### src/tccp_pkg.sv
// Summary of operation
// - address strap high enables the serial control port at target address 0x67.
// - address strap low enables the serial control port at target address 0x47.
// - address strap open disables the serial port; shared pins become status outputs.
// - in serial mode the interrupt pin pulls low when visible registers change.
// - in status mode the audio pin pulls low while an audio accessory is attached.
// - cable supply fault pin pulls low while supply overcurrent is detected.
// - in serial mode data and clock pins carry the serial bus lines.
// - status mode sinking: first status low for 1.5 A or 3 A, high for 900 mA.
// - status mode sinking: second status low only for high current.
// - source attach pin pulls low on attach while sourcing, as a fixed source or as a dual-role port acting as source.
// - port logic runs only while its enable input is held low.
// - role strap sampled at enable fall with 5 V present and at soft reset.
// - status mode source: current strap low 900 mA, medium 1.5 A, high 3 A.
package tccp_pkg;

    // =====================================================================
    // tri-level strap codes from the pin comparators
    localparam logic [1:0] TCCP_LVL_LOW  = 2'h0;
    localparam logic [1:0] TCCP_LVL_OPEN = 2'h1;
    localparam logic [1:0] TCCP_LVL_HIGH = 2'h2;

    // =====================================================================
    // target addresses of the serial control port
    localparam logic [6:0] TCCP_ADDR_STRAP_HIGH = 7'h67;
    localparam logic [6:0] TCCP_ADDR_STRAP_LOW  = 7'h47;
    localparam logic [6:0] TCCP_ADDR_RESET      = 7'h00;

    // =====================================================================
    // port roles and current levels
    localparam logic [1:0] TCCP_ROLE_SINK   = 2'h0;
    localparam logic [1:0] TCCP_ROLE_DUAL   = 2'h1;
    localparam logic [1:0] TCCP_ROLE_SOURCE = 2'h2;
    localparam logic [1:0] TCCP_CUR_DEFAULT = 2'h0;
    localparam logic [1:0] TCCP_CUR_MEDIUM  = 2'h1;
    localparam logic [1:0] TCCP_CUR_HIGH    = 2'h2;

    // =====================================================================
    // synchroniser layout: bit positions inside the pin vector
    localparam int TCCP_SYNC_W   = 9;
    localparam int TCCP_POS_SCL  = 0;
    localparam int TCCP_POS_SDA  = 1;
    localparam int TCCP_POS_EN   = 2;
    localparam int TCCP_POS_CUR  = 3;
    localparam int TCCP_POS_ROLE = 5;
    localparam int TCCP_POS_ADDR = 7;
    localparam logic [TCCP_SYNC_W-1:0] TCCP_SYNC_RESET = 9'h007;

endpackage

### src/tccp_sync2.sv
`timescale 1ns/1ps
`default_nettype none

// =====================================================================
// two-stage synchroniser for a vector of pin levels
module tccp_sync2 #(
    parameter int                 WIDTH    = 1,
    parameter logic [WIDTH-1:0]   RESET_VAL = '0
) (
    input  wire logic             clk_sys,
    input  wire logic             rst,
    input  wire logic [WIDTH-1:0] async_in,
    output var  logic [WIDTH-1:0] sync_out
);

    logic [WIDTH-1:0] meta;

    // first stage feeds only the second stage
    always_ff @(posedge clk_sys or posedge rst)
    begin
        if (rst)
        begin
            meta     <= RESET_VAL;
            sync_out <= RESET_VAL;
        end
        else
        begin
            meta     <= async_in;
            sync_out <= meta;
        end
    end

endmodule

`default_nettype wire

### src/tccp_pins.sv
`timescale 1ns/1ps
`default_nettype none

module tccp_pins
    import tccp_pkg::*;
(
    input  wire logic       clk_sys,
    input  wire logic       rst,
    // =====================================================================
    // strap and enable pins (asynchronous)
    input  wire logic [1:0] addr_strap_level,
    input  wire logic [1:0] role_strap_level,
    input  wire logic [1:0] current_strap_level,
    input  wire logic       cc_logic_enable_low,
    input  wire logic       supply_5v_present,
    input  wire logic       soft_reset,
    // port-state inputs from the detection logic (same clock)
    input  wire logic       cc_attach_detected,
    input  wire logic       cc_acting_source,
    input  wire logic       audio_detected,
    input  wire logic [1:0] sink_current_level,
    input  wire logic       cable_supply_overcurrent,
    input  wire logic       reg_change_pending,
    // serial target engine drive requests (same clock)
    input  wire logic       i2c_sda_drive_low,
    input  wire logic       i2c_scl_drive_low,
    // =====================================================================
    // shared data / first status pin
    input  wire logic       sda_pin_in,
    output var  logic       sda_pin_out,
    output var  logic       sda_pin_oe,
    // shared clock / second status pin
    input  wire logic       scl_pin_in,
    output var  logic       scl_pin_out,
    output var  logic       scl_pin_oe,
    // interrupt / audio_accessory_flag pin
    output var  logic       audio_accessory_flag_out,
    output var  logic       audio_accessory_flag_oe,
    output var  logic       cable_supply_overcurrent_low_out,
    output var  logic       cable_supply_overcurrent_low_oe,
    output var  logic       source_attach_low_out,
    output var  logic       source_attach_low_oe,
    // =====================================================================
    // configuration towards the rest of the port
    output var  logic       i2c_enable,
    output var  logic [6:0] i2c_target_addr,
    output var  logic       i2c_sda_in,
    output var  logic       i2c_scl_in,
    output var  logic       cc_active,
    output var  logic [1:0] port_role,
    output var  logic [1:0] advertise_current
);

    // =====================================================================
    // pin synchronisers
    logic [TCCP_SYNC_W-1:0] pins_sync;

    tccp_sync2 #(
        .WIDTH     (TCCP_SYNC_W),
        .RESET_VAL (TCCP_SYNC_RESET)
    ) u_sync (
        .clk_sys  (clk_sys),
        .rst      (rst),
        .async_in ({addr_strap_level, role_strap_level, current_strap_level,
                    cc_logic_enable_low, sda_pin_in, scl_pin_in}),
        .sync_out (pins_sync)
    );

    wire logic [1:0] addr_s  = pins_sync[TCCP_POS_ADDR +: 2];
    wire logic [1:0] role_s  = pins_sync[TCCP_POS_ROLE +: 2];
    wire logic [1:0] cur_s   = pins_sync[TCCP_POS_CUR +: 2];
    wire logic       en_low_s = pins_sync[TCCP_POS_EN];

    // serial engine sees the synchronised bus lines directly
    assign i2c_sda_in = pins_sync[TCCP_POS_SDA];
    assign i2c_scl_in = pins_sync[TCCP_POS_SCL];

    // =====================================================================
    // strap sampling
    logic en_low_prev;
    logic init_done;

    // first sample right after reset release, then on each enable fall with 5 V present or soft reset
    wire logic en_fall     = en_low_prev & ~en_low_s;
    wire logic sample_now  = ~init_done | (en_fall & supply_5v_present) | soft_reset;

    wire logic [1:0] next_port_role =
        (role_s == TCCP_LVL_HIGH) ? TCCP_ROLE_SOURCE :
        (role_s == TCCP_LVL_OPEN) ? TCCP_ROLE_DUAL : TCCP_ROLE_SINK;
    wire logic       next_i2c_enable = (addr_s != TCCP_LVL_OPEN);
    wire logic [6:0] next_i2c_addr =
        (addr_s == TCCP_LVL_HIGH) ? TCCP_ADDR_STRAP_HIGH :
        (addr_s == TCCP_LVL_LOW)  ? TCCP_ADDR_STRAP_LOW  :
                                    TCCP_ADDR_RESET;

    // sample registers
    always_ff @(posedge clk_sys or posedge rst)
    begin
        if (rst)
        begin
            en_low_prev     <= 1'b1;
            init_done       <= 1'b0;
            port_role       <= TCCP_ROLE_SINK;
            i2c_enable      <= 1'b0;
            i2c_target_addr <= TCCP_ADDR_RESET;
        end
        else
        begin
            en_low_prev <= en_low_s;
            init_done   <= 1'b1;
            if (sample_now)
            begin
                port_role       <= next_port_role;
                i2c_enable      <= next_i2c_enable;
                i2c_target_addr <= next_i2c_addr;
            end
        end
    end

    // =====================================================================
    // status decoding; sink status, audio and attach indications are gated by the enable
    wire logic gpio_mode   = ~i2c_enable;
    wire logic role_sink   = (port_role == TCCP_ROLE_SINK) |
                             ((port_role == TCCP_ROLE_DUAL) & ~cc_acting_source);
    wire logic next_active = ~en_low_s;

    // a dual-role port uses the strap only while it is sourcing
    wire logic [1:0] next_adv_current =
        (gpio_mode & ~role_sink & cur_s == TCCP_LVL_HIGH) ? TCCP_CUR_HIGH :
        (gpio_mode & ~role_sink & cur_s == TCCP_LVL_OPEN) ? TCCP_CUR_MEDIUM :
                                                            TCCP_CUR_DEFAULT;

    wire logic sink_status = gpio_mode & role_sink & cc_active;
    wire logic next_sda_oe = i2c_enable ? i2c_sda_drive_low :
        sink_status & (sink_current_level != TCCP_CUR_DEFAULT);
    wire logic next_scl_oe = i2c_enable ? i2c_scl_drive_low :
        sink_status & (sink_current_level == TCCP_CUR_HIGH);
    wire logic next_int_oe = i2c_enable ? reg_change_pending :
        audio_detected & cc_active;
    wire logic next_fault_oe  = cable_supply_overcurrent;
    // a fixed source is always sourcing, so only a dual-role port needs the source flag
    wire logic next_attach_oe = cc_active & cc_attach_detected & ~role_sink;

    // =====================================================================
    // output registers; open-drain pins only ever drive low or release
    always_ff @(posedge clk_sys or posedge rst)
    begin
        if (rst)
        begin
            cc_active                       <= 1'b0;
            advertise_current               <= TCCP_CUR_DEFAULT;
            sda_pin_oe                      <= 1'b0;
            scl_pin_oe                      <= 1'b0;
            audio_accessory_flag_oe         <= 1'b0;
            cable_supply_overcurrent_low_oe <= 1'b0;
            source_attach_low_oe            <= 1'b0;
        end
        else
        begin
            cc_active                       <= next_active;
            advertise_current               <= next_adv_current;
            sda_pin_oe                      <= next_sda_oe;
            scl_pin_oe                      <= next_scl_oe;
            audio_accessory_flag_oe         <= next_int_oe;
            cable_supply_overcurrent_low_oe <= next_fault_oe;
            source_attach_low_oe            <= next_attach_oe;
        end
    end

    // drive level is low whenever enabled; released state leaves the pull-up in charge
    always_ff @(posedge clk_sys or posedge rst)
    begin
        if (rst)
        begin
            sda_pin_out                      <= 1'b0;
            scl_pin_out                      <= 1'b0;
            audio_accessory_flag_out         <= 1'b0;
            cable_supply_overcurrent_low_out <= 1'b0;
            source_attach_low_out            <= 1'b0;
        end
        else
        begin
            sda_pin_out                      <= 1'b0;
            scl_pin_out                      <= 1'b0;
            audio_accessory_flag_out         <= 1'b0;
            cable_supply_overcurrent_low_out <= 1'b0;
            source_attach_low_out            <= 1'b0;
        end
    end
endmodule

`default_nettype wire

### config.mk
export PLATFORM = sky130hd
export DESIGN_NAME = tccp_pins
export DESIGN_NICKNAME = d
export VERILOG_FILES = /design/src/tccp_pkg.sv /design/src/tccp_sync2.sv /design/src/tccp_pins.sv
export SDC_FILE = /design/constraint.sdc
export NUM_CORES = 1
export LEC_CHECK = 0
export BUFFER_PORTS_ARGS = -buffer_cell sky130_fd_sc_hd__buf_2
export CAP_MARGIN = 20
export CORE_AREA = 3 3 68 70
export CTS_CLUSTER_SIZE = 12
export DETAILED_ROUTE_END_ITERATION = 8
export DIE_AREA = 0 0 71 73
export GPL_TIMING_DRIVEN = 0
export HOLD_SLACK_MARGIN = 0.06
export PLACE_DENSITY = 0.52
export SLEW_MARGIN = 20
export SYNTH_ARGS = -nofsm -noshare
export SYNTH_HDL_FRONTEND = slang
export SYNTH_HIERARCHICAL = 1
export SYNTH_SLANG_ARGS = --single-unit
### constraint.sdc
create_clock -name clk_sys -period 1.5 [get_ports clk_sys]
set_input_delay 0.15 -clock clk_sys [delete_from_list [all_inputs] [get_ports clk_sys]]
set_output_delay 0.15 -clock clk_sys [all_outputs]
set_load 0.01 [all_outputs]
==> reports/metrics.yaml <==
logic_synthesis:
  syn_area_per_cell_um2: 14.90
  async_flop_share_pct: 100.0
  synth_seq_area_share_pct: 73.70
  synth_edf_count: 0
  yosys_warnings: 6
  netlist_instances: 76
  synth_area_leaders: "dfrtp_1 57%, dfstp_2 16%, buf_4 6.6%"
  synth.largest_area_cell: "dfrtp_1"
  ys_ff_latch: 33
  synth_area_um2: 1132
  ys_types: 18
  synth.most_common_cell: "dfrtp_1"
  synth-main-ff-cell: "dfrtp_1"
  synth_top_area_share_pct: 57.46
  yosys-top-cells-count: "26 x dfrtp_1, 10 x buf_4, 7 x dfstp_2"
layout:
  antenna_cells: 0
  area_growth_pct: 45.97
  layout-drive-gt1-share_pct: 48.94
  final_nets: 162
drt:
  drtAntennaViolNets: 0
  via_per_inst: 3.686
  via_count: 704
  wl_per_cell_um: 10.30
  post-route-drc-count: 0
  drt-pass1-iter-count: 4
  drt_first_iter_violations: 26
  wirelength_um: 1967
cts:
  cts_tree: "done"
  cts_root_buffer: "clkbuf_8"
  path_clk_slew_ns: 0.07
  clkSinkCount: 33
  cts_setup_buffers: 0
  cts_made_buffers: 5
  clock_latency_ns: 0.27
  cts-htree-levels: 2
  clockBufferDepth: 2
global_route:
  antenna_found_initial: 0
  grt_max_degree: 19
  grt-ovfl-total: 0
  grt_pass1_wl_um: 3243
  grt_pass1_vias: 741
  track_usage_pct: 8.231
critical_path:
  rrSetupSlack_ns: 0.14
  reg2reg_depth: 3
  reg2reg_from: "u_sync/sync_out[2]$_DFF_PP1_"
  cp.arrival_ns: 1.53
  r2r_end: "i2c_enable$_DFFE_PP0P_"
  crit_path_end_kind: "flop"
  path_max_fanout: 5
  start_kind: "flop"
  cp.required_ns: 1.66
  path_class: "reg -> reg"
die:
  rows: 23
  dieArea_um2: 5183
  start_util_pct: 28.11
  core_area_um2: 4029
  dieHeight_um: 73
  ios: 47
  die_w_um: 71
hold_path:
  min_to: "scl_pin_oe$_DFF_PP0_"
  hold_path.class: "in -> reg"
  hold_start: "i2c_scl_drive_low"
  hold_depth: 3
sta:
  relSlewSlack_pct: 58.86
  whs_ns: 0.07560
  fin_tns_setup_ns: 0
  finalCritPeriodShare_pct: 90.77
  skew_ns: 0.003496
  fin_crit_ns: 1.361
  slew_viol_final: 0
  fmax_mhz: 734.5
  final-setup-viol-count: 0
  hold_violations: 0
  worst_pin_slew_ns: 0.6164
  rsz0062_at_grt: "false"
power:
  p_total_mw: 2.023
  ir_drop_v: 0.0006536
  p_leak_nw: 0.8558
  powerDensity_nw_per_um2: 1224
run_status:
  outcome: "complete, no violations"
place:
  dpl.hpwl_um: 1423
  io_buffers: 39
  gp_congestion: 0.7045
job:
  drv_cap: 0
## cells in the final DEF (no fill, tap or decap), drive strengths merged
cell | Yosys | final
o21ai | 1 | 1
nand2 | 6 | 6
nand2b | 1 | 1
bufinv | 0 | 1
dfstp | 7 | 7
o31ai | 1 | 1
clkbuf | 1 | 7
dlygate4sd3 | 0 | 12
nor2 | 2 | 2
nor4b | 2 | 2
dfrtp | 26 | 26
o41ai | 1 | 1
buf | 10 | 49
mux2i | 1 | 1
a21oi | 1 | 1
inv | 6 | 6
clkinvlp | 0 | 1
nor2b | 3 | 3
conb | 2 | 8
a311o | 1 | 1
mux2 | 4 | 4
## metal layers
metal	GRT usage (%)	wire length, µm	vias to the layer above
li1	-	-	349
met1	9.570	851	314
met2	12.67	852	39
met3	4.270	246	2
met4	3.758	17	0
met5	0	0	-
## through the flow
step | area (µm²) | setup WS (ns) | std cells | util, %
2_1_floorplan | 1155 | 0.1788 | 82 | -
3_3_place_gp | 1413 | 0.1477 | 171 | 35.06
3_5_place_dp | 1413 | 0.1365 | 171 | 35.06
4_1_cts | 1653 | 0.1318 | 191 | 41.02
5_1_grt | 1653 | 0.07849 | 191 | 41.02
6_report | 1653 | 0.1385 | 191 | 41.02
## final cells by class
cell class                      instances  area, µm²
Fill cell                             394       2376
Sequential cell                        33      834.6
Timing Repair Buffer                   51      315.3
Multi-Input combinational cell         32      219.0
Clock buffer                            6      82.58
Buffer                                 11      78.83
Tap cell                               50      62.56
Clock inverter                          2      37.54
Inverter                                6      22.52
## worst max-delay path, stage by stage (launching register included)
cell	delay [ns]
dfstp_2	0.53
inv_1	0.05
a311o_4	0.36
mux2_4	0.31
## kinds of logic (layout without fill, tap and decap cells)
group / after synthesis / after routing / share of synthesized area, %
other: 2 / 8 / 0.6632
muxes: 5 / 5 / 6.188
buffers and inverters: 17 / 76 / 8.950
AOI/OAI and AO/OA: 5 / 5 / 4.088
DFF: 33 / 33 / 73.70
and+or+nand+nor: 14 / 14 / 6.410
## worst max-delay path by stage
| stage | start | to | depth (start not counted) |
|---|---|---|---|
| floorplan | u_sync/sync_out[2]$_DFF_PP1_ | i2c_enable$_DFFE_PP0P_ | 3 |
| global placement | u_sync/sync_out[2]$_DFF_PP1_ | i2c_enable$_DFFE_PP0P_ | 3 |
| finish | u_sync/sync_out[2]$_DFF_PP1_ | i2c_enable$_DFFE_PP0P_ | 3 |
| CTS | u_sync/sync_out[2]$_DFF_PP1_ | i2c_enable$_DFFE_PP0P_ | 3 |
| global route | u_sync/sync_out[2]$_DFF_PP1_ | port_role[0]$_DFFE_PP0P_ | 3 |
| detailed placement | u_sync/sync_out[2]$_DFF_PP1_ | i2c_target_addr[5]$_DFFE_PP0P_ | 3 |
## timing repair
item | in CTS | in global routing
hold endpoints to repair | 37 | 0
resized for setup | 0 | 0
hold buffers | 12 | 0
## sequential cells by signal, indices dropped and copies added, names as in the netlist
| name | flops |
|---|---|
| u_sync/meta | 9 |
| u_sync/sync_out | 9 |
| advertise_current | 2 |
| i2c_target_addr | 2 |
| port_role | 2 |
| audio_accessory_flag_oe | 1 |
| cable_supply_overcurrent_low_oe | 1 |
| cc_active | 1 |
| en_low_prev | 1 |
| i2c_enable | 1 |
| init_done | 1 |
| scl_pin_oe | 1 |
| sda_pin_oe | 1 |
| source_attach_low_oe | 1 |
## report_power, final
part / total, mW / internal, mW / switching, mW
sequential: 0.968 / 0.947 / 0.0208
clock: 0.853 / 0.540 / 0.313
combinational: 0.202 / 0.109 / 0.0930
(Power assumes the default switching activity.)
